`src/pol_pkg.sv`:
```
// Package: constants, register map and carrier types of the pulse output block
package pol_pkg;

  // ---------------------------------------------------------------
  // Clock and timing
  // ---------------------------------------------------------------
  localparam int CLK_HZ        = 100_000_000;
  localparam int CLK_MHZ       = CLK_HZ / 1_000_000;
  localparam int CYCLE_4MS_US  = 4000;
  localparam int CYCLE_1MS_US  = 1000;
  localparam int CYC_4MS       = CYCLE_4MS_US * CLK_MHZ;
  localparam int CYC_1MS       = CYCLE_1MS_US * CLK_MHZ;
  localparam int HALF_PERIOD_ACC = CLK_HZ / 2;

  // ---------------------------------------------------------------
  // Sizes
  // ---------------------------------------------------------------
  localparam int NCH    = 4;
  localparam int FW     = 17;
  localparam int ACCW   = 27;
  localparam int ADRW   = 8;

  // ---------------------------------------------------------------
  // Register offsets (byte addresses)
  // ---------------------------------------------------------------
  localparam logic [7:0] REG_SETUP_PEND = 8'h00;
  localparam logic [7:0] REG_SETUP_ACT  = 8'h04;
  localparam logic [7:0] REG_SPEED_PEND = 8'h08;
  localparam logic [7:0] REG_SPEED_ACT  = 8'h0C;
  localparam logic [7:0] REG_ACCEL      = 8'h10;
  localparam logic [7:0] REG_GPOUT      = 8'h14;
  localparam logic [7:0] REG_PWM_DUTY   = 8'h18;
  localparam logic [2:0] REG_CH_REGION  = 3'h1;

  // ---------------------------------------------------------------
  // Field positions
  // ---------------------------------------------------------------
  localparam int CMD_START  = 0;
  localparam int CMD_STOP   = 1;
  localparam int CMD_SEARCH = 2;
  localparam int CMD_CCW    = 3;
  localparam int CMD_PDIR   = 4;
  localparam int FREQ_LSB   = 12;

  // ---------------------------------------------------------------
  // Types
  // ---------------------------------------------------------------
  typedef struct packed {
    logic [3:0] pwm_en;
    logic [1:0] pulse_en;
    logic       s_curve;
    logic       clr_origin;
    logic       lim_no;
    logic       lim_always;
    logic       cycle_1ms;
  } pol_cfg_type;

  localparam pol_cfg_type CFG_RESET = 11'h000;
  localparam logic [15:0] ACCEL_RESET = 16'h0001;

  typedef struct packed {
    logic            cyc;
    logic            stb;
    logic            we;
    logic [ADRW-1:0] adr;
    logic [3:0]      sel;
    logic [31:0]     dat;
  } pol_wb_req_type;

  typedef struct packed {
    logic        ack;
    logic [31:0] dat;
  } pol_wb_rsp_type;

  typedef struct packed {
    logic [NCH-1:0] cw;
    logic [NCH-1:0] ccw;
    logic [NCH-1:0] origin;
  } pol_sense_type;

endpackage : pol_pkg

```
`src/pol_pulse_out.sv`:
```
// Pulse output channels with limit handling, setup adoption and terminal sharing
`timescale 1ns/100ps

// Operation
// - Control loop ticks every 4 ms or 1 ms, chosen by setup bit.
// - Search-only mode checks limit inputs only during an origin search.
// - Always mode applies limit inputs to every pulse output function too.
// - Limit polarity setting: NC active when open, NO active when closed.
// - Hold-origin: limit stops output, origin status and position kept.
// - Clear-origin: limit stops output and makes origin undefined.
// - Origin search starts at the configured initial speed; start commands begin at zero.
// - Ramps follow linear trapezoid or S-shape per speed-curve setting.
// - New pulse settings take effect only after the next power-up or restart.
// - First four terminals per module are general outputs or pulse outputs.
// - Fifth and sixth terminals per module are general or PWM, each alone.
// - The first channel's command in each module selects CW/CCW trains or pulse plus direction for both channels.
module pol_pulse_out #(
  parameter int TICK_4MS_CYCLES = pol_pkg::CYC_4MS,
  parameter int TICK_1MS_CYCLES = pol_pkg::CYC_1MS
) (
  input  wire logic                    mclk,
  input  wire logic                    rst_n,
  input  wire logic                    power_restart,
  input  wire pol_pkg::pol_wb_req_type wb_req,
  output pol_pkg::pol_wb_rsp_type      wb_rsp,
  input  wire pol_pkg::pol_sense_type  sense,
  output logic [5:0]                   module0_terminals,
  output logic [5:0]                   module1_terminals
);
  import pol_pkg::*;

  // ---------------------------------------------------------------
  // State
  // ---------------------------------------------------------------
  typedef struct packed {
    pol_cfg_type               pend_cfg;
    pol_cfg_type               act_cfg;
    logic [FW-1:0]             pend_speed;
    logic [FW-1:0]             act_speed;
    logic                      adopt;
    logic [15:0]               accel;
    logic [11:0]               gp;
    logic [3:0][7:0]           duty;
    logic [31:0]               tick_cnt;
    logic                      tick;
    logic [7:0]                pwm_cnt;
    logic [NCH-1:0]            busy;
    logic [NCH-1:0]            search;
    logic [NCH-1:0]            ccw;
    logic [NCH-1:0]            pdir;
    logic [NCH-1:0]            origin_def;
    logic [NCH-1:0]            lim_stop;
    logic [NCH-1:0][FW-1:0]    tgt;
    logic [NCH-1:0][FW-1:0]    fcur;
    logic [NCH-1:0][ACCW-1:0]  acc;
    logic [NCH-1:0]            lvl;
    logic [NCH-1:0][31:0]      pos;
    logic [5:0]                out0;
    logic [5:0]                out1;
    pol_wb_rsp_type            rsp;
  } pol_state_type;

  pol_state_type state;
  pol_state_type next_state;

  // ---------------------------------------------------------------
  // Helpers
  // ---------------------------------------------------------------
  function automatic logic [31:0] pol_merge(input logic [31:0] old_v,
                                            input logic [31:0] new_v,
                                            input logic [3:0]  sel);
    logic [31:0] r;
    r = old_v;
    for (int b = 0; b < 4; b++) begin
      if (sel[b]) begin
        r[b*8 +: 8] = new_v[b*8 +: 8];
      end
    end
    return r;
  endfunction : pol_merge

  // One control-cycle step of the frequency ramp
  function automatic logic [FW-1:0] pol_ramp(input logic [FW-1:0] cur,
                                             input logic [FW-1:0] tgt,
                                             input logic [15:0]   accel,
                                             input logic          s_curve);
    logic [FW-1:0] diff;
    logic [FW-1:0] step;
    diff = (cur < tgt) ? tgt - cur : cur - tgt;
    step = {1'b0, accel};
    if (s_curve) begin
      // Soft entry and exit: step grows from low speed, shrinks near target
      if (step > (cur >> 2) + 17'h00001) begin
        step = (cur >> 2) + 17'h00001;
      end
      if (step > (diff >> 2) + 17'h00001) begin
        step = (diff >> 2) + 17'h00001;
      end
    end
    if (step > diff) begin
      step = diff;
    end
    return (cur < tgt) ? cur + step : cur - step;
  endfunction : pol_ramp

  // ---------------------------------------------------------------
  // Decode
  // ---------------------------------------------------------------
  logic        req_new;
  logic [1:0]  ch_sel;
  logic        ch_hit;
  logic [31:0] rd_data;

  assign req_new = wb_req.cyc & wb_req.stb & ~state.rsp.ack;
  assign ch_sel  = wb_req.adr[4:3];
  assign ch_hit  = (wb_req.adr[7:5] == REG_CH_REGION);

  always_comb begin
    rd_data = 32'h00000000;
    if (ch_hit) begin
      if (wb_req.adr[2]) begin
        rd_data = state.pos[ch_sel];
      end else begin
        rd_data[0] = state.busy[ch_sel];
        rd_data[1] = state.search[ch_sel];
        rd_data[2] = state.origin_def[ch_sel];
        rd_data[3] = state.lim_stop[ch_sel];
        rd_data[4] = state.ccw[ch_sel];
        rd_data[5] = state.pdir[ch_sel];
        rd_data[FREQ_LSB +: FW] = state.fcur[ch_sel];
      end
    end else begin
      case (wb_req.adr)
        REG_SETUP_PEND: rd_data[10:0] = state.pend_cfg;
        REG_SETUP_ACT:  rd_data[10:0] = state.act_cfg;
        REG_SPEED_PEND: rd_data[FW-1:0] = state.pend_speed;
        REG_SPEED_ACT:  rd_data[FW-1:0] = state.act_speed;
        REG_ACCEL:      rd_data[15:0] = state.accel;
        REG_GPOUT:      rd_data[11:0] = state.gp;
        REG_PWM_DUTY:   rd_data = state.duty;
        default:        rd_data = 32'h00000000;
      endcase
    end
  end

  // ---------------------------------------------------------------
  // Next state
  // ---------------------------------------------------------------
  always_comb begin
    logic [31:0]       wv;
    logic [FW-1:0]     cmd_f;
    logic              lim_in;
    logic              lim_act;
    logic [ACCW-1:0]   sum;
    logic [NCH-1:0]    wr_cmd;
    wv     = 32'h00000000;
    cmd_f  = '0;
    lim_in = 1'b0;
    lim_act = 1'b0;
    sum    = '0;
    wr_cmd = '0;
    next_state = state;

    // Bus slave: one wait state, unmapped reads give zero
    next_state.rsp.ack = req_new;
    next_state.rsp.dat = req_new ? rd_data : 32'h00000000;

    if (req_new && wb_req.we) begin
      if (ch_hit) begin
        wr_cmd[ch_sel] = ~wb_req.adr[2];
      end else begin
        case (wb_req.adr)
          REG_SETUP_PEND: begin
            wv = pol_merge({21'h000000, state.pend_cfg}, wb_req.dat, wb_req.sel);
            next_state.pend_cfg = wv[10:0];
          end
          REG_SPEED_PEND: begin
            wv = pol_merge({15'h0000, state.pend_speed}, wb_req.dat, wb_req.sel);
            next_state.pend_speed = wv[FW-1:0];
          end
          REG_ACCEL: begin
            wv = pol_merge({16'h0000, state.accel}, wb_req.dat, wb_req.sel);
            next_state.accel = wv[15:0];
          end
          REG_GPOUT: begin
            wv = pol_merge({20'h00000, state.gp}, wb_req.dat, wb_req.sel);
            next_state.gp = wv[11:0];
          end
          REG_PWM_DUTY: next_state.duty = pol_merge(state.duty, wb_req.dat, wb_req.sel);
          default: ;
        endcase
      end
    end

    // Pending setup is adopted only at power-up or a restart
    if (state.adopt || power_restart) begin
      next_state.act_cfg   = state.pend_cfg;
      next_state.act_speed = state.pend_speed;
    end
    next_state.adopt = 1'b0;

    // Control cycle divider
    next_state.tick = 1'b0;
    if (state.tick_cnt == 32'h00000000) begin
      next_state.tick_cnt = state.act_cfg.cycle_1ms ? 32'(TICK_1MS_CYCLES - 1)
                                                    : 32'(TICK_4MS_CYCLES - 1);
      next_state.tick = 1'b1;
    end else begin
      next_state.tick_cnt = state.tick_cnt - 32'h00000001;
    end

    next_state.pwm_cnt = state.pwm_cnt + 8'h01;

    for (int c = 0; c < NCH; c++) begin
      // Frequency ramp on each control cycle
      if (state.tick && state.busy[c]) begin
        next_state.fcur[c] = pol_ramp(state.fcur[c], state.tgt[c], state.accel,
                                      state.act_cfg.s_curve);
        if (state.tgt[c] == '0 && state.fcur[c] == '0 && !state.search[c]) begin
          next_state.busy[c] = 1'b0;
        end
      end

      // Pulse train: level toggles at twice the output rate
      if (state.busy[c]) begin
        sum = state.acc[c] + ACCW'(state.fcur[c]);
        if (sum >= ACCW'(HALF_PERIOD_ACC)) begin
          next_state.acc[c] = sum - ACCW'(HALF_PERIOD_ACC);
          next_state.lvl[c] = ~state.lvl[c];
          if (!state.lvl[c]) begin
            next_state.pos[c] = state.ccw[c] ? state.pos[c] - 32'h00000001
                                             : state.pos[c] + 32'h00000001;
          end
        end else begin
          next_state.acc[c] = sum;
        end
      end else begin
        next_state.acc[c] = '0;
        next_state.lvl[c] = 1'b0;
      end

      // Origin found ends the search
      if (state.search[c] && sense.origin[c]) begin
        next_state.busy[c]       = 1'b0;
        next_state.search[c]     = 1'b0;
        next_state.fcur[c]       = '0;
        next_state.origin_def[c] = 1'b1;
        next_state.pos[c]        = 32'h00000000;
      end

      // Limit in the direction of travel
      lim_in  = state.ccw[c] ? sense.ccw[c] : sense.cw[c];
      lim_act = state.act_cfg.lim_no ? lim_in : ~lim_in;
      if (state.busy[c] && lim_act &&
          (state.search[c] || state.act_cfg.lim_always)) begin
        next_state.busy[c]     = 1'b0;
        next_state.search[c]   = 1'b0;
        next_state.fcur[c]     = '0;
        next_state.lim_stop[c] = 1'b1;
        if (state.act_cfg.clr_origin) begin
          next_state.origin_def[c] = 1'b0;
        end
      end

      // Commands
      if (wr_cmd[c]) begin
        cmd_f = wb_req.dat[FREQ_LSB +: FW];
        if (wb_req.dat[CMD_STOP]) begin
          next_state.tgt[c] = '0;
        end else if (wb_req.dat[CMD_SEARCH] && !state.busy[c]) begin
          next_state.busy[c]     = 1'b1;
          next_state.search[c]   = 1'b1;
          next_state.lim_stop[c] = 1'b0;
          next_state.ccw[c]      = wb_req.dat[CMD_CCW];
          next_state.pdir[c]     = wb_req.dat[CMD_PDIR];
          next_state.fcur[c]     = state.act_speed;
          next_state.tgt[c]      = cmd_f;
        end else if (wb_req.dat[CMD_START]) begin
          // A running channel only takes a new target speed
          next_state.tgt[c] = cmd_f;
          if (!state.busy[c]) begin
            next_state.busy[c]     = 1'b1;
            next_state.lim_stop[c] = 1'b0;
            next_state.ccw[c]      = wb_req.dat[CMD_CCW];
            next_state.pdir[c]     = wb_req.dat[CMD_PDIR];
            next_state.fcur[c]     = '0;
          end
        end
      end
    end

    // Terminal sharing per module
    for (int m = 0; m < 2; m++) begin
      logic [5:0] t;
      int         a;
      int         b;
      a = 2 * m;
      b = 2 * m + 1;
      t = state.gp[m*6 +: 6];
      if (state.act_cfg.pulse_en[m]) begin
        if (state.pdir[a]) begin
          t[0] = state.lvl[a];
          t[1] = state.lvl[b];
          t[2] = state.ccw[a];
          t[3] = state.ccw[b];
        end else begin
          t[0] = state.lvl[a] & ~state.ccw[a];
          t[1] = state.lvl[a] & state.ccw[a];
          t[2] = state.lvl[b] & ~state.ccw[b];
          t[3] = state.lvl[b] & state.ccw[b];
        end
      end
      for (int k = 0; k < 2; k++) begin
        if (state.act_cfg.pwm_en[m*2+k]) begin
          t[4+k] = state.pwm_cnt < state.duty[m*2+k];
        end
      end
      if (m == 0) begin
        next_state.out0 = t;
      end else begin
        next_state.out1 = t;
      end
    end
  end

  // ---------------------------------------------------------------
  // Registers
  // ---------------------------------------------------------------
  always_ff @(posedge mclk or negedge rst_n) begin
    if (!rst_n) begin
      state          <= '0;
      state.pend_cfg <= CFG_RESET;
      state.act_cfg  <= CFG_RESET;
      state.accel    <= ACCEL_RESET;
      state.adopt    <= 1'b1;
    end else begin
      state <= next_state;
    end
  end

  assign wb_rsp            = state.rsp;
  assign module0_terminals = state.out0;
  assign module1_terminals = state.out1;

endmodule : pol_pulse_out

```
`config.mk`:
```
export PLATFORM = sky130hd
export DESIGN_NAME = pol_pulse_out
export DESIGN_NICKNAME = d
export VERILOG_FILES = /design/src/pol_pkg.sv /design/src/pol_pulse_out.sv
export SDC_FILE = /design/constraint.sdc
export NUM_CORES = 2
export LEC_CHECK = 0
export ABC_AREA = 0
export BUFFER_PORTS_ARGS = -buffer_cell sky130_fd_sc_hd__buf_2
export CORE_ASPECT_RATIO = 0.9
export CORE_MARGIN = 10
export CORE_UTILIZATION = 33
export DETAILED_ROUTE_END_ITERATION = 10
export PLACE_DENSITY_LB_ADDON = 0.08
export SLEW_MARGIN = 15
export SYNTH_ARGS = -nofsm -noshare
export SYNTH_HDL_FRONTEND = slang
export SYNTH_SLANG_ARGS = --single-unit
export TNS_END_PERCENT = 10
```
`constraint.sdc`:
```
create_clock -name mclk -period 36.7 [get_ports mclk]
set_input_delay 7.34 -clock mclk [delete_from_list [all_inputs] [get_ports mclk]]
set_output_delay 7.34 -clock mclk [all_outputs]
set_load 0.02 [all_outputs]
```
==> qor.csv <==
metric,value,unit
status,finished clean,
DRT Pass-1 Iters,6,
Post-Synthesis Net Count,7930,
Tightest Pin Transition,1.19,ns
PnR worst setup slack,22.13,ns
"EDFF count, synth",0,
Area Growth Syn to Fin,9.79,%
Pins Over Slew Limit,0,
gr usage total,24.8,%
drt wl/cell,26.5,um
RSZ-0062 raised after global routing,no,
Synth top area share,25.4,%
"Avg Cell Area, Syn",8.21,sq um
CTS tree,yes,
CP max stage cell,nor4_2,
WP buf/inv,5,
Skew-Pair Late Insertion Delay,0.71,ns
sequential area share after synthesis,25.5,%
crit path kind,reg -> reg,
mapped cell area,0.0593,sq mm
via count,54742,
Worst-path clk slew,0.05,ns
Crit. End Element,flop,
Post-CTS Resized,0,
hold buffers post-CTS,0,
Final Skew,0.0430,ns
hold slack final,0.489,ns
worst vdd ir,0.0000332,V
max_cap viols,0,
final critical-path required period,14.57,ns
input/output buffers,106,
Clock Path Buffers,3,
Ports,107,
fmax,0.0687,GHz
root buffer cell,clkbuf_16,
die area,0.197,sq mm
cell taking the most area after synthesis,dfrtp_1,
post-synth cell types,127,
critical path data arrival time,15.13,ns
ys async rst share,100,%
Final #Nets,7885,
CP peak stage delay,0.90,ns
post-CTS setup buffers,0,
total negative slack,0,ns
Leak,28.9,nW
first-pass GRT wire length,369000,um
Placement Setup Slack,22.38,ns
Die W,467,um
WL final,255000,um
Syn. warnings,0,
die span in y,422,um
Non-Filler Instances,9637,
Initial Utilization,33.2,%
Yosys reg bits,603,
grt ovf,0,
min-delay worst type,reg -> reg,
fin crit share,39.7,%
vias per cell,5.68,
# setup viols final,0,
dpl hpwl,200000,um
Cell Rows,147,
Max Fanout on Critical Path,19,
placed cell area,0.0621,sq mm
largest net degree at the start of global routing,148,
Rel. slew slack,20.3,%
Startpoint Class,flop,
vias in the first global route,52375,
Most used DFF post-synth,dfrtp_1,
clk sinks,603,
worst endpoint required time,37.27,ns
Synth area leaders,"dfrtp_1 25%, ha_1 13%, xnor2_1 5.0%, nand2_1 4.6%, a21oi_1 4.6%",
Inserted Clock Buffers,83,
CTS H-tree depth,3,
Antenna Nets Post-Route,0,
First DRT Iteration DRCs,4932,
Inst Count DP,9475,
GP Congestion,0.963,
drc violations,0,
share of cells above drive strength 1,9.37,%
final hold vios,0,
P per Cell Area,37.5,mW/mm^2
final instance area,0.0651,sq mm
CP most frequent cell,o21ai_0,
Worst path top cell family by delay,compound AO/OA/AOI/OAI gates,
initial antenna violation count,21,
gate count after technology mapping,7221,
Core Region,0.178,sq mm
==> routing by layer <==
metal	routed length [um]	part of all wire [%]	up-vias	global-route usage, %
met3	15100	5.9	345	3.86
met2	113000	44	1561	38.7
met1	116000	46	26924	34.3
li1	-	-	25902	-
met5	64	0.025	-	0
met4	10700	4.2	10	9.56
==> synth_stat cells (96+ instances only) <==
cell type,number
nand2_1,727
ha_1,627
dfrtp_1,601
nor2_1,566
a21oi_1,541
o21ai_0,528
inv_1,410
xnor2_1,340
clkbuf_1,231
xor2_1,185
nor3_1,184
nand3_1,182
a21o_1,148
and2_1,128
mux2_2,126
nand2b_1,100
o21a_1,99
mux2i_1,96
==> power by group <==
part	switching [W]	internal [W]
logic	0.000531	0.000320
registers	0.0000397	0.000683
clock network	0.000355	0.000514
total	0.000926	0.00152
==> layout make-up <==
| cell class | count | area [sq um] |
|---|---|---|
| fillers | 18725 | 113000 |
| multi-input cells | 5866 | 41200 |
| flip-flops and latches | 603 | 15100 |
| well taps | 2384 | 2980 |
| clock buffers | 117 | 2460 |
| inverters | 417 | 1570 |
| repair buffers | 205 | 1300 |
| clock inverters | 37 | 452 |
| diodes | 8 | 20.0 |
==> metrics by stage <==
step / total power, W / utilization [%]
2_1_floorplan: 0.00131 / -
3_3_place_gp: 0.00157 / 34.8
3_5_place_dp: 0.00157 / 34.8
4_1_cts: 0.00245 / 36.5
5_1_grt: 0.00258 / 36.5
6_report: 0.00244 / 36.5
==> cell usage in the layout, fill, tap and decap left out, drive strengths merged, types with 46 or more instances in the layout <==
master / count
nand2: 728
ha: 627
dfrtp: 601
nor2: 570
a21oi: 544
o21ai: 538
inv: 420
xnor2: 343
buf: 205
nor3: 189
xor2: 185
nand3: 182
a21o: 148
and2: 129
mux2: 126
clkbuf: 117
nand2b: 100
o21a: 99
mux2i: 96
nor2b: 88
nand4: 85
and3: 82
or3: 77
nor4: 75
a31oi: 61
a211oi: 60
mux4: 55
o211ai: 46
==> state kept, by name, indices dropped and copies added (netlist names) <==
register and count:
module0_terminals 6, module1_terminals 6, state 558, wb_rsp 33
==> worst paths after layout <==
| check | start | end | slack [ns] | cells past startpoint |
|---|---|---|---|---|
| max reg2reg | state[304] | state[318] | 22.13 | 54 |
| min reg2reg | state[454] | state[454] | 0.49 | 1 |
| max | state[304] | state[318] | 22.13 | 54 |
| min in group asynchronous | rst_n | state[481] | 6.71 | 1 |
| max in group asynchronous | rst_n | state[202] | 26.71 | 4 |
| min | state[454] | state[454] | 0.49 | 1 |
==> logic make-up after synthesis <==
group / count (synthesis) / synth area share, %
fa+ha+maj: 647 / 13.9
simple gates: 2463 / 20.4
mux: 277 / 6.11
xor+xnor: 528 / 7.84
flops: 603 / 25.5
compound gates: 1950 / 21.1
buf+inv: 752 / 5.16
other cells: 1 / 0.00633
Note: power is estimated with default switching activity, not from simulation.
